### config.mk
export PLATFORM = sky130hd
export DESIGN_NAME = channel_output_control_regs
export DESIGN_NICKNAME = d
export VERILOG_FILES = /design/src/core/chan_ctrl_pkg.sv /design/src/core/channel_output_control_regs.sv
export SDC_FILE = /design/constraint.sdc
export NUM_CORES = 1
export LEC_CHECK = 0
export ABC_CLOCK_PERIOD_IN_PS = 3700
export BUFFER_PORTS_ARGS = -buffer_cell sky130_fd_sc_hd__buf_2
export CAP_MARGIN = 5
export CELL_PAD_IN_SITES_DETAIL_PLACEMENT = 0
export CELL_PAD_IN_SITES_GLOBAL_PLACEMENT = 1
export CORE_ASPECT_RATIO = 0.5
export CORE_MARGIN = 8
export CORE_UTILIZATION = 30
export DETAILED_ROUTE_END_ITERATION = 8
export PLACE_DENSITY = 0.65
export SLEW_MARGIN = 20
export SYNTH_ARGS = -nofsm -noshare
export SYNTH_HDL_FRONTEND = slang
export SYNTH_SLANG_ARGS = --single-unit
### constraint.sdc
create_clock -name core_clk -period 3.7 [get_ports core_clk]
set_input_delay 0 -clock core_clk [delete_from_list [all_inputs] [get_ports core_clk]]
set_output_delay 0 -clock core_clk [all_outputs]
set_load 0.05 [all_outputs]
### src/core/chan_ctrl_pkg.sv
// Constants and types for the per-channel output control register bank
package chan_ctrl_pkg;
  localparam int        FRAME_BITS      = 24;
  localparam int        RW_POS          = 23;
  localparam int        DEV_HI          = 22;
  localparam int        DEV_LO          = 21;
  localparam int        GROUP_HI        = 20;
  localparam int        GROUP_LO        = 18;
  localparam int        CHAN_HI         = 17;
  localparam int        CHAN_LO         = 16;
  localparam int        SUB_HI          = 15;
  localparam int        SUB_LO          = 13;
  localparam logic [2:0] GROUP_CONTROL  = 3'h7;
  localparam logic [2:0] SUB_MAIN       = 3'h1;
  localparam logic [2:0] SUB_CHANNEL    = 3'h2;
  // Main control register fields
  localparam int        GLOB_OUT_POS    = 5;
  localparam int        GLOB_BOOST_POS  = 4;
  // Channel converter control register fields
  localparam int        INT_EN_POS      = 8;
  localparam int        CLR_PART_POS    = 7;
  localparam int        OUT_ON_POS      = 6;
  localparam int        SENSE_POS       = 5;
  localparam int        BOOST_POS       = 4;
  localparam int        RANGE_HI        = 2;
  localparam int        RANGE_LO        = 0;
  localparam logic [2:0] RANGE_4_20     = 3'h4;
  localparam logic [2:0] RANGE_0_20     = 3'h5;
  localparam logic [2:0] RANGE_0_24     = 3'h6;
  localparam logic [2:0] RANGE_RST      = RANGE_4_20;
  localparam logic [4:0] CNT_MAX        = 5'h19;

  typedef struct packed {
    logic       int_en;
    logic       clr_part;
    logic       out_on;
    logic       sense_int;
    logic       boost;
    logic [2:0] range_select;
  } chan_s;

  localparam chan_s CHAN_RST = '{1'b0, 1'b0, 1'b0, 1'b0, 1'b0, RANGE_RST};

  typedef struct packed {
    logic [3:0] output_on;
    logic [3:0] core_on;
    logic [3:0] boost_on;
    logic [3:0] cleared;
    logic [3:0] sense_internal;
    logic [11:0] range_select;
  } chan_out_s;
endpackage

### src/core/channel_output_control_regs.sv
// Serial-written channel output control register bank, four channels
// Function
// - global output-on enables all four outputs
// - global boost power powers all boosts
// - per-channel register, bits 12:9 and 3 ignored
// - internal enable powers core, not output
// - clear participation routes clear pin per channel
// - channel output-on bit, default disabled
// - sense resistor select, default external
// - range codes 100, 101, 110; others reserved
// - control write when group select is 111
// - write applies only to addressed channel
module channel_output_control_regs
  import chan_ctrl_pkg::*;
(
  input  wire logic      core_clk,
  input  wire logic      rst,
  input  wire logic      sclk,
  input  wire logic      sync_n,
  input  wire logic      sdin,
  input  wire logic [1:0] dev_addr,
  input  wire logic      clear_in,
  output chan_out_s      chan_out
);

  typedef struct packed {
    logic [23:0] shift;
    logic [4:0]  cnt;
    logic        sclk_prev;
    logic        sync_prev;
    logic        glob_out;
    logic        glob_boost;
    chan_s [3:0] ch;
    chan_out_s   q;
  } st_s;

  st_s s_r;
  st_s s_nxt;

  logic        frame_done;
  logic        ctrl_hit;
  logic        chan_wr;
  logic        main_wr;
  logic [1:0]  wr_chan;
  logic [15:0] wr_data;

  // Only the three documented range codes are taken
  function automatic logic range_legal(logic [2:0] r);
    return r == RANGE_4_20 || r == RANGE_0_20 || r == RANGE_0_24;
  endfunction

  // Merge one write into a channel; reserved ranges and early
  // boost power-down requests leave the old value in place.
  function automatic chan_s chan_apply(chan_s old, logic [15:0] d);
    chan_s n;
    logic [2:0] rg;
    n           = old;
    rg          = d[RANGE_HI:RANGE_LO];
    n.int_en    = d[INT_EN_POS];
    n.clr_part  = d[CLR_PART_POS];
    n.out_on    = d[OUT_ON_POS];
    n.sense_int = d[SENSE_POS];
    n.boost     = d[BOOST_POS] |
                  (old.boost & (d[OUT_ON_POS] | d[INT_EN_POS]));
    if (range_legal(rg)) begin
      n.range_select = rg;
    end
    return n;
  endfunction

  ////////////////////////////////////////////////////////////////////////
  // Frame decode
  assign frame_done = !s_r.sync_prev && sync_n &&
                      s_r.cnt == 5'(FRAME_BITS);
  assign ctrl_hit   = frame_done && !s_r.shift[RW_POS] &&
                      s_r.shift[DEV_HI:DEV_LO] == dev_addr &&
                      s_r.shift[GROUP_HI:GROUP_LO] == GROUP_CONTROL;
  assign main_wr    = ctrl_hit && s_r.shift[SUB_HI:SUB_LO] == SUB_MAIN;
  assign chan_wr    = ctrl_hit && s_r.shift[SUB_HI:SUB_LO] == SUB_CHANNEL;
  assign wr_chan    = s_r.shift[CHAN_HI:CHAN_LO];
  assign wr_data    = s_r.shift[15:0];

  always_comb begin
    s_nxt           = s_r;
    s_nxt.sclk_prev = sclk;
    s_nxt.sync_prev = sync_n;
    // Bits are taken on the falling serial clock edge
    if (sync_n) begin
      s_nxt.cnt = 5'h00;
    end else if (s_r.sclk_prev && !sclk) begin
      s_nxt.shift = {s_r.shift[22:0], sdin};
      // Saturate so over-long frames are rejected
      if (s_r.cnt != CNT_MAX) begin
        s_nxt.cnt = s_r.cnt + 5'h01;
      end
    end
    if (main_wr) begin
      s_nxt.glob_out   = wr_data[GLOB_OUT_POS];
      s_nxt.glob_boost = wr_data[GLOB_BOOST_POS];
    end
    if (chan_wr) begin
      s_nxt.ch[wr_chan] = chan_apply(s_r.ch[wr_chan], wr_data);
    end
    for (int i = 0; i < 4; i++) begin
      s_nxt.q.output_on[i]      = s_r.ch[i].out_on | s_r.glob_out;
      s_nxt.q.core_on[i]        = s_r.ch[i].int_en;
      s_nxt.q.boost_on[i]       = s_r.ch[i].boost | s_r.ch[i].int_en |
                                  s_r.glob_boost;
      s_nxt.q.cleared[i]        = clear_in & s_r.ch[i].clr_part;
      s_nxt.q.sense_internal[i] = s_r.ch[i].sense_int;
      s_nxt.q.range_select[3*i +: 3] = s_r.ch[i].range_select;
    end
  end

  always_ff @(posedge core_clk) begin
    if (rst) begin
      s_r            <= '0;
      // Idle serial clock is high, so no false edge after reset
      s_r.sclk_prev  <= 1'b1;
      s_r.sync_prev  <= 1'b1;
      s_r.ch         <= {4{CHAN_RST}};
      s_r.q.range_select <= {4{RANGE_RST}};
    end else begin
      s_r <= s_nxt;
    end
  end

  assign chan_out = s_r.q;

  ////////////////////////////////////////////////////////////////////////
  // Checks

  property p_glob_out;
    @(posedge core_clk) disable iff (rst)
      s_r.glob_out |=> chan_out.output_on == 4'hF;
  endproperty
  a_glob_out: assert property (p_glob_out)
    else $error("global output-on did not enable all outputs");

  property p_glob_boost;
    @(posedge core_clk) disable iff (rst)
      s_r.glob_boost |=> chan_out.boost_on == 4'hF;
  endproperty
  a_glob_boost: assert property (p_glob_boost)
    else $error("global boost did not power all channels");

  property p_int_not_out;
    @(posedge core_clk) disable iff (rst)
      chan_wr && wr_data[INT_EN_POS] && !wr_data[OUT_ON_POS] &&
      !s_r.glob_out
      |=> !s_r.ch[$past(wr_chan)].out_on ##1
          !chan_out.output_on[$past(wr_chan, 2)];
  endproperty
  a_int_not_out: assert property (p_int_not_out)
    else $error("internal enable turned an output on");

  property p_clear;
    @(posedge core_clk) disable iff (rst)
      clear_in && s_r.ch[0].clr_part && !chan_wr
      |=> chan_out.cleared[0];
  endproperty
  a_clear: assert property (p_clear)
    else $error("participating channel not cleared");

  property p_out_on;
    @(posedge core_clk) disable iff (rst)
      chan_wr |=> s_r.ch[$past(wr_chan)].out_on ==
                  $past(wr_data[OUT_ON_POS]);
  endproperty
  a_out_on: assert property (p_out_on)
    else $error("channel output-on bit not stored");

  property p_sense;
    @(posedge core_clk) disable iff (rst)
      chan_wr && wr_chan == 2'h1
      |=> ##1 chan_out.sense_internal[1] ==
              $past(wr_data[SENSE_POS], 2);
  endproperty
  a_sense: assert property (p_sense)
    else $error("sense resistor select not applied");

  property p_range_rsvd;
    @(posedge core_clk) disable iff (rst)
      chan_wr && !range_legal(wr_data[RANGE_HI:RANGE_LO])
      |=> s_r.ch[$past(wr_chan)].range_select ==
          $past(s_r.ch[wr_chan].range_select);
  endproperty
  a_range_rsvd: assert property (p_range_rsvd)
    else $error("reserved range code was accepted");

  property p_only_addressed;
    @(posedge core_clk) disable iff (rst)
      chan_wr && wr_chan != 2'h2 |=> $stable(s_r.ch[2]);
  endproperty
  a_only_addressed: assert property (p_only_addressed)
    else $error("write reached a channel not addressed");

  property p_boost_hold;
    @(posedge core_clk) disable iff (rst)
      chan_wr && s_r.ch[wr_chan].boost &&
      (wr_data[OUT_ON_POS] || wr_data[INT_EN_POS])
      |=> s_r.ch[$past(wr_chan)].boost;
  endproperty
  a_boost_hold: assert property (p_boost_hold)
    else $error("boost powered down while channel active");

  property p_core_on;
    @(posedge core_clk) disable iff (rst)
      chan_wr |=> ##1 chan_out.core_on[$past(wr_chan, 2)] ==
                      $past(wr_data[INT_EN_POS], 2);
  endproperty
  a_core_on: assert property (p_core_on)
    else $error("internal enable not applied to its channel");

  property p_range_apply;
    @(posedge core_clk) disable iff (rst)
      chan_wr && range_legal(wr_data[RANGE_HI:RANGE_LO])
      |=> s_r.ch[$past(wr_chan)].range_select ==
          $past(wr_data[RANGE_HI:RANGE_LO]);
  endproperty
  a_range_apply: assert property (p_range_apply)
    else $error("legal range code not stored");

  // Refused frames must leave every register untouched
  property p_foreign_frame;
    @(posedge core_clk) disable iff (rst)
      frame_done && !main_wr && !chan_wr
      |=> $stable(s_r.ch) && $stable(s_r.glob_out) &&
          $stable(s_r.glob_boost);
  endproperty
  a_foreign_frame: assert property (p_foreign_frame)
    else $error("refused frame changed a register");

endmodule // channel_output_control_regs

Yosys cells after proc, flatten, opt, wreduce, memory -nomap -nowiden
Index checks and enable logic that the tools add are counted.

word-level totals
  bits in read-only memories = 0
  flip-flop bits (word level) = 97
  latch bits = 0
  memories kept = 0
  input bits = 8
  output and inout port bits = 32
  word-level logic and storage cells = 92
  bits in writable memories = 0

operators by class
  divide/modulo/power cells = 0
  multiply operators = 0
  reductions and logical operators = 17
  equal/unequal tests = 9
  shifts and indexed selects = 0
  mux-type cells = 7
  add/sub/neg operators = 1
  bitwise logic cells = 20
  magnitude comparators = 2

operator list
  operator               number
  $bwmux W32             1
  $bmux W8 S2            1
  $demux W8 S2           1
  $or A1 B1 Y1           14
  $eq A3 B3 Y1 const B   4
  $logic_and A1 B1 Y1    9
  $mux W8                1
  $mux W3                2
  $add A5 B1 Y5 const B  1
  $and A1 B1 Y1          5
  $eq A5 B5 Y1 const B   1
  $ne A5 B5 Y1 const B   1
  $mux W4                1
  $reduce_and A2 Y1      2
  $eq A3 B1 Y1 const B   1
  $eq A3 B2 Y1 const B   1
  $logic_not A1 Y1       3
  $lt A2 B3 Y1 const B   1
  $eq A2 B2 Y1           1
  $ge A2 B1 Y1 const B   1
  $logic_or A1 B1 Y1     2
  $reduce_or A2 Y1       1
  $not A1 Y1             1

Longest topological paths before layout
  depth in word-level cells = 9
  mapped depth = 8
  depth with buffers taken out = 6

Worst setup path before layout
OpenSTA, ideal clock, no wires.

  path type = register to register
  from = register s_r[68] in the netlist's numbering
  to = register s_r[51] in the netlist's numbering
  data arrival time = 1.539 ns
  path buffers = 2
  clock period less this slack = 1.655 ns
  stages on the path, launching flop included = 9
  setup time = 0.116 ns
  data required time = 3.584 ns
  path slack = 2.045 ns
  path through = dfxtp_1 inv_1 ha_1 and4b_1 and2_1 buf_4 buf_6 a31o_2 o211a_1

between the ends
  longest elaborated chain between the ends = 6

RTL lines
  item                               RTL line                            text
  start: declaration                 channel_output_control_regs.sv:37   st_s s_r;
  start signal: assignment           channel_output_control_regs.sv:124  s_r <= s_nxt;
  $eq A5 B5 Y1                       channel_output_control_regs.sv:74   s_r.cnt == 5'(FRAME_BITS);
  $logic_and A1 B1 Y1                channel_output_control_regs.sv:73   assign frame_done = !s_r.sync_prev && sync_n &&
  $logic_and A1 B1 Y1 (2 in series)  channel_output_control_regs.sv:75   assign ctrl_hit = frame_done && !s_r.shift[RW_POS] &&
  $logic_and A1 B1 Y1                channel_output_control_regs.sv:76   s_r.shift[DEV_HI:DEV_LO] == dev_addr &&
  $logic_and A1 B1 Y1                channel_output_control_regs.sv:79   assign chan_wr = ctrl_hit && s_r.shift[SUB_HI:SUB_LO] == SUB_CHANNEL;

No other way between the ends.
A chain may end at the register's enable or synchronous reset.

Final worst setup path
Same ends and word-level chain as after synthesis.

==> results_dict.tcl <==
set metrics [dict create \
    outcome "completed" \
    clock-sinks 97 \
    vias_per_cell 4.684 \
    grt_max_degree 72 \
    die_x_um 178.9 \
    finalWirelength_um 8578 \
    cp_top_family "simple AND/OR/NAND/NOR gates" \
    dp_slack_ns 1.388 \
    htreeDepth 3 \
    diodes 0 \
    p_per_area_nw_per_um2 458.7 \
    clock.fmax_mhz 434.1 \
    cts_setup_buffers 0 \
    holdWs_ns 0.01477 \
    skew_ns 0.005282 \
    grt-ovfl-total 0 \
    initial_utilization_pct 31.07 \
    grt_use_total_pct 10.51 \
    synth_top_area_cell "dfxtp_1" \
    slew_viol_final 0 \
    synth_seq_cells 97 \
    dr_total_vias 2815 \
    cp_num_buf_inv 1 \
    grt_pass1_vias 2747 \
    fin_crit_ns 2.303 \
    die_h_um 97.45 \
    synth_top_area_share_pct 48.79 \
    ys.flop_type "dfxtp_1" \
    cellLeakagePower_uw 0.001657 \
    cp-start-kind "register" \
    ys_async_sr_fraction_pct 0 \
    synth_area_sq_um 3980 \
    fin_crit_sh_pct 62.25 \
    slowest_delay_ns 0.77 \
    drive_gt1_share_pct 19.03 \
    dieArea_sq_um 17430 \
    yosysUniqueCellTypes 46 \
    crit_type "register to register" \
    end_kind "register" \
    cts_tree "done" \
    rows 29 \
    grt_pass1_wl_um 14740 \
    wl_per_cell_um 14.27 \
    cts.clk_slew.worst_paths_ns 0.06 \
    fin_setup_tns_ns 0 \
    cts_root_buf "clkbuf_16" \
    worst_path_max_delay_cell "and2_1" \
    cts_max_path_buffers 2 \
    io_buffers 39 \
    layout_setup_ws_ns 1.397 \
    hold_viol 0 \
    finalSetupViolCount 0 \
    synth_edf_count 0 \
    r2r_slack_ns 1.40 \
    synth-warning-count 0 \
    fillers 1335 \
    dp_hpwl_um 5785 \
    syn_area_per_cell_sq_um 9.213 \
    area_delta_synth_final_pct 7.796 \
    synth_area_leaders "dfxtp_1 (49%), buf_4 (7.4%), a21oi_1 (5.5%)" \
    cp.arrival_ns 2.54 \
    relSlewSlack_pct 37.93 \
    place_congestion 0.7568 \
    required_ns 3.93 \
    rsz0062_at_grt "no" \
    irDropWorstVdd_mv 0.2203 \
    core_area_sq_um 12810 \
    ys_seq_area_share_pct 48.79 \
    maxCapViolCount 0 \
    numCtsBuffers 9 \
    io_pins 40 \
    postSynthCellCount 432 \
    drt_first_iter_violations 239 \
    nNetsFinal 437 \
    synth_fp_nets 443 \
    grt_antenna_before_repair 0 \
    postRouteAntennaNets 0 \
    worst_pin_slew_ns 0.9311 \
    path_cells "inv_1 -> ha_1 -> and4b_1 -> and2_1 -> nand3_1 -> o211a_1" \
    drtPass1Iterations 4 \
    clkLatencyLatePin_ns 0.34 \
    crit_fanout 24 \
    hold_class "input port to register" \
    remaining_drc_errors 0 \
]
[placed cells by master, fill, tap and decap left out, types with 3 or more instances in the layout]
cell type  count
mux4_2         3
clkbuf_16      9
buf_4          3
o211ai_1       4
nor3_1         9
o21ai_0       23
or2_2         10
nor2_1        19
o211a_1        3
nand4_1       19
ha_1           3
a21o_1         5
and2_1         6
nand3_1        8
buf_2         39
and3b_1        3
dfxtp_1       97
nor2b_1       15
nand2_1       55
inv_1          9
a31o_2         3
a21oi_1       44
mux2i_1        5
[synthesized netlist by cell type, types with 3 or more instances]
cell / count
buf_4: 39
and3b_1: 3
o211a_1: 3
clkbuf_1: 15
nor2_1: 19
inv_1: 9
or2_2: 10
o21ai_0: 23
ha_1: 3
dfxtp_1: 97
nor2b_1: 15
a31o_2: 3
mux4_2: 3
nand3_1: 8
and2_1: 6
o211ai_1: 4
a21oi_1: 44
nor3_1: 9
nand4_1: 19
nand2_1: 55
mux2i_1: 5
a21o_1: 5
buf_6: 4
[layout make-up]
| type | instances | area, sq um | area share, % |
|---|---|---|---|
| well taps | 170 | 212.7 | 4.958 |
| inverters | 9 | 33.78 | 0.7874 |
| clock inverters | 6 | 42.54 | 0.9915 |
| repair buffers | 44 | 237.7 | 5.541 |
| flip-flops and latches | 97 | 1942 | 45.26 |
| clock buffers | 10 | 239.0 | 5.570 |
| multi-input cells | 265 | 1583 | 36.89 |
[power by group]
part	leakage [uW]	switching [uW]	internal [uW]	total, uW
logic	0.000740	32.8	12.0	44.8
registers	0.000782	2.03	1050	1050
clock network	0.000135	400	475	875
total	0.00166	435	1530	1970
[logic make-up (layout without fill, tap and decap cells)]
kind of cell | Yosys count | after routing | share of synthesized area [%]
XOR/XNOR | 5 | 5 | 1.478
adder cells (fa/ha/maj) | 3 | 3 | 0.9432
flip-flops | 97 | 97 | 48.79
AO/OA/AOI/OAI | 88 | 88 | 12.86
buffers and inverters | 70 | 69 | 11.44
multiplexers | 8 | 8 | 2.955
AND/OR/NAND/NOR | 161 | 161 | 21.53
[repair_timing]
action | 4_1_cts | 5_1_grt
hold buffers | 2 | 0
gates resized for setup | 0 | 0
hold endpoints to repair | 2 | 0
[per-layer routing]
layer | vias up | global-route usage, % | part of all wire [%]
met3 | 8 | 3.569 | 6.6
met5 | - | 0 | 0
met1 | 1327 | 15.09 | 50
li1 | 1426 | - | -
met4 | 0 | 3.222 | 1.1
met2 | 54 | 14.28 | 42
[state kept, by name, summed over array words and instances (netlist names)]
signal and count:
s_r 45, s_nxt 20, chan_out 32
[metrics by stage]
stage	instance area [sq um]	util [%]	total power (uW)	cells
6_report	4290	33.50	1968	601
4_1_cts	4290	33.50	1997	601
2_1_floorplan	3980	-	1102	432
5_1_grt	4290	33.50	2052	601
3_5_place_dp	3989	31.14	1116	583
3_3_place_gp	3989	31.14	1116	583
[worst paths after layout]
kind,startpoint,to,cells after the start
max reg2reg,s_r[68],s_r[51],6
min reg2reg,s_r[83],s_r[84],2
max,s_r[68],s_r[51],6
min,sync_n,s_r[66],2
(Power assumes the default switching activity.)
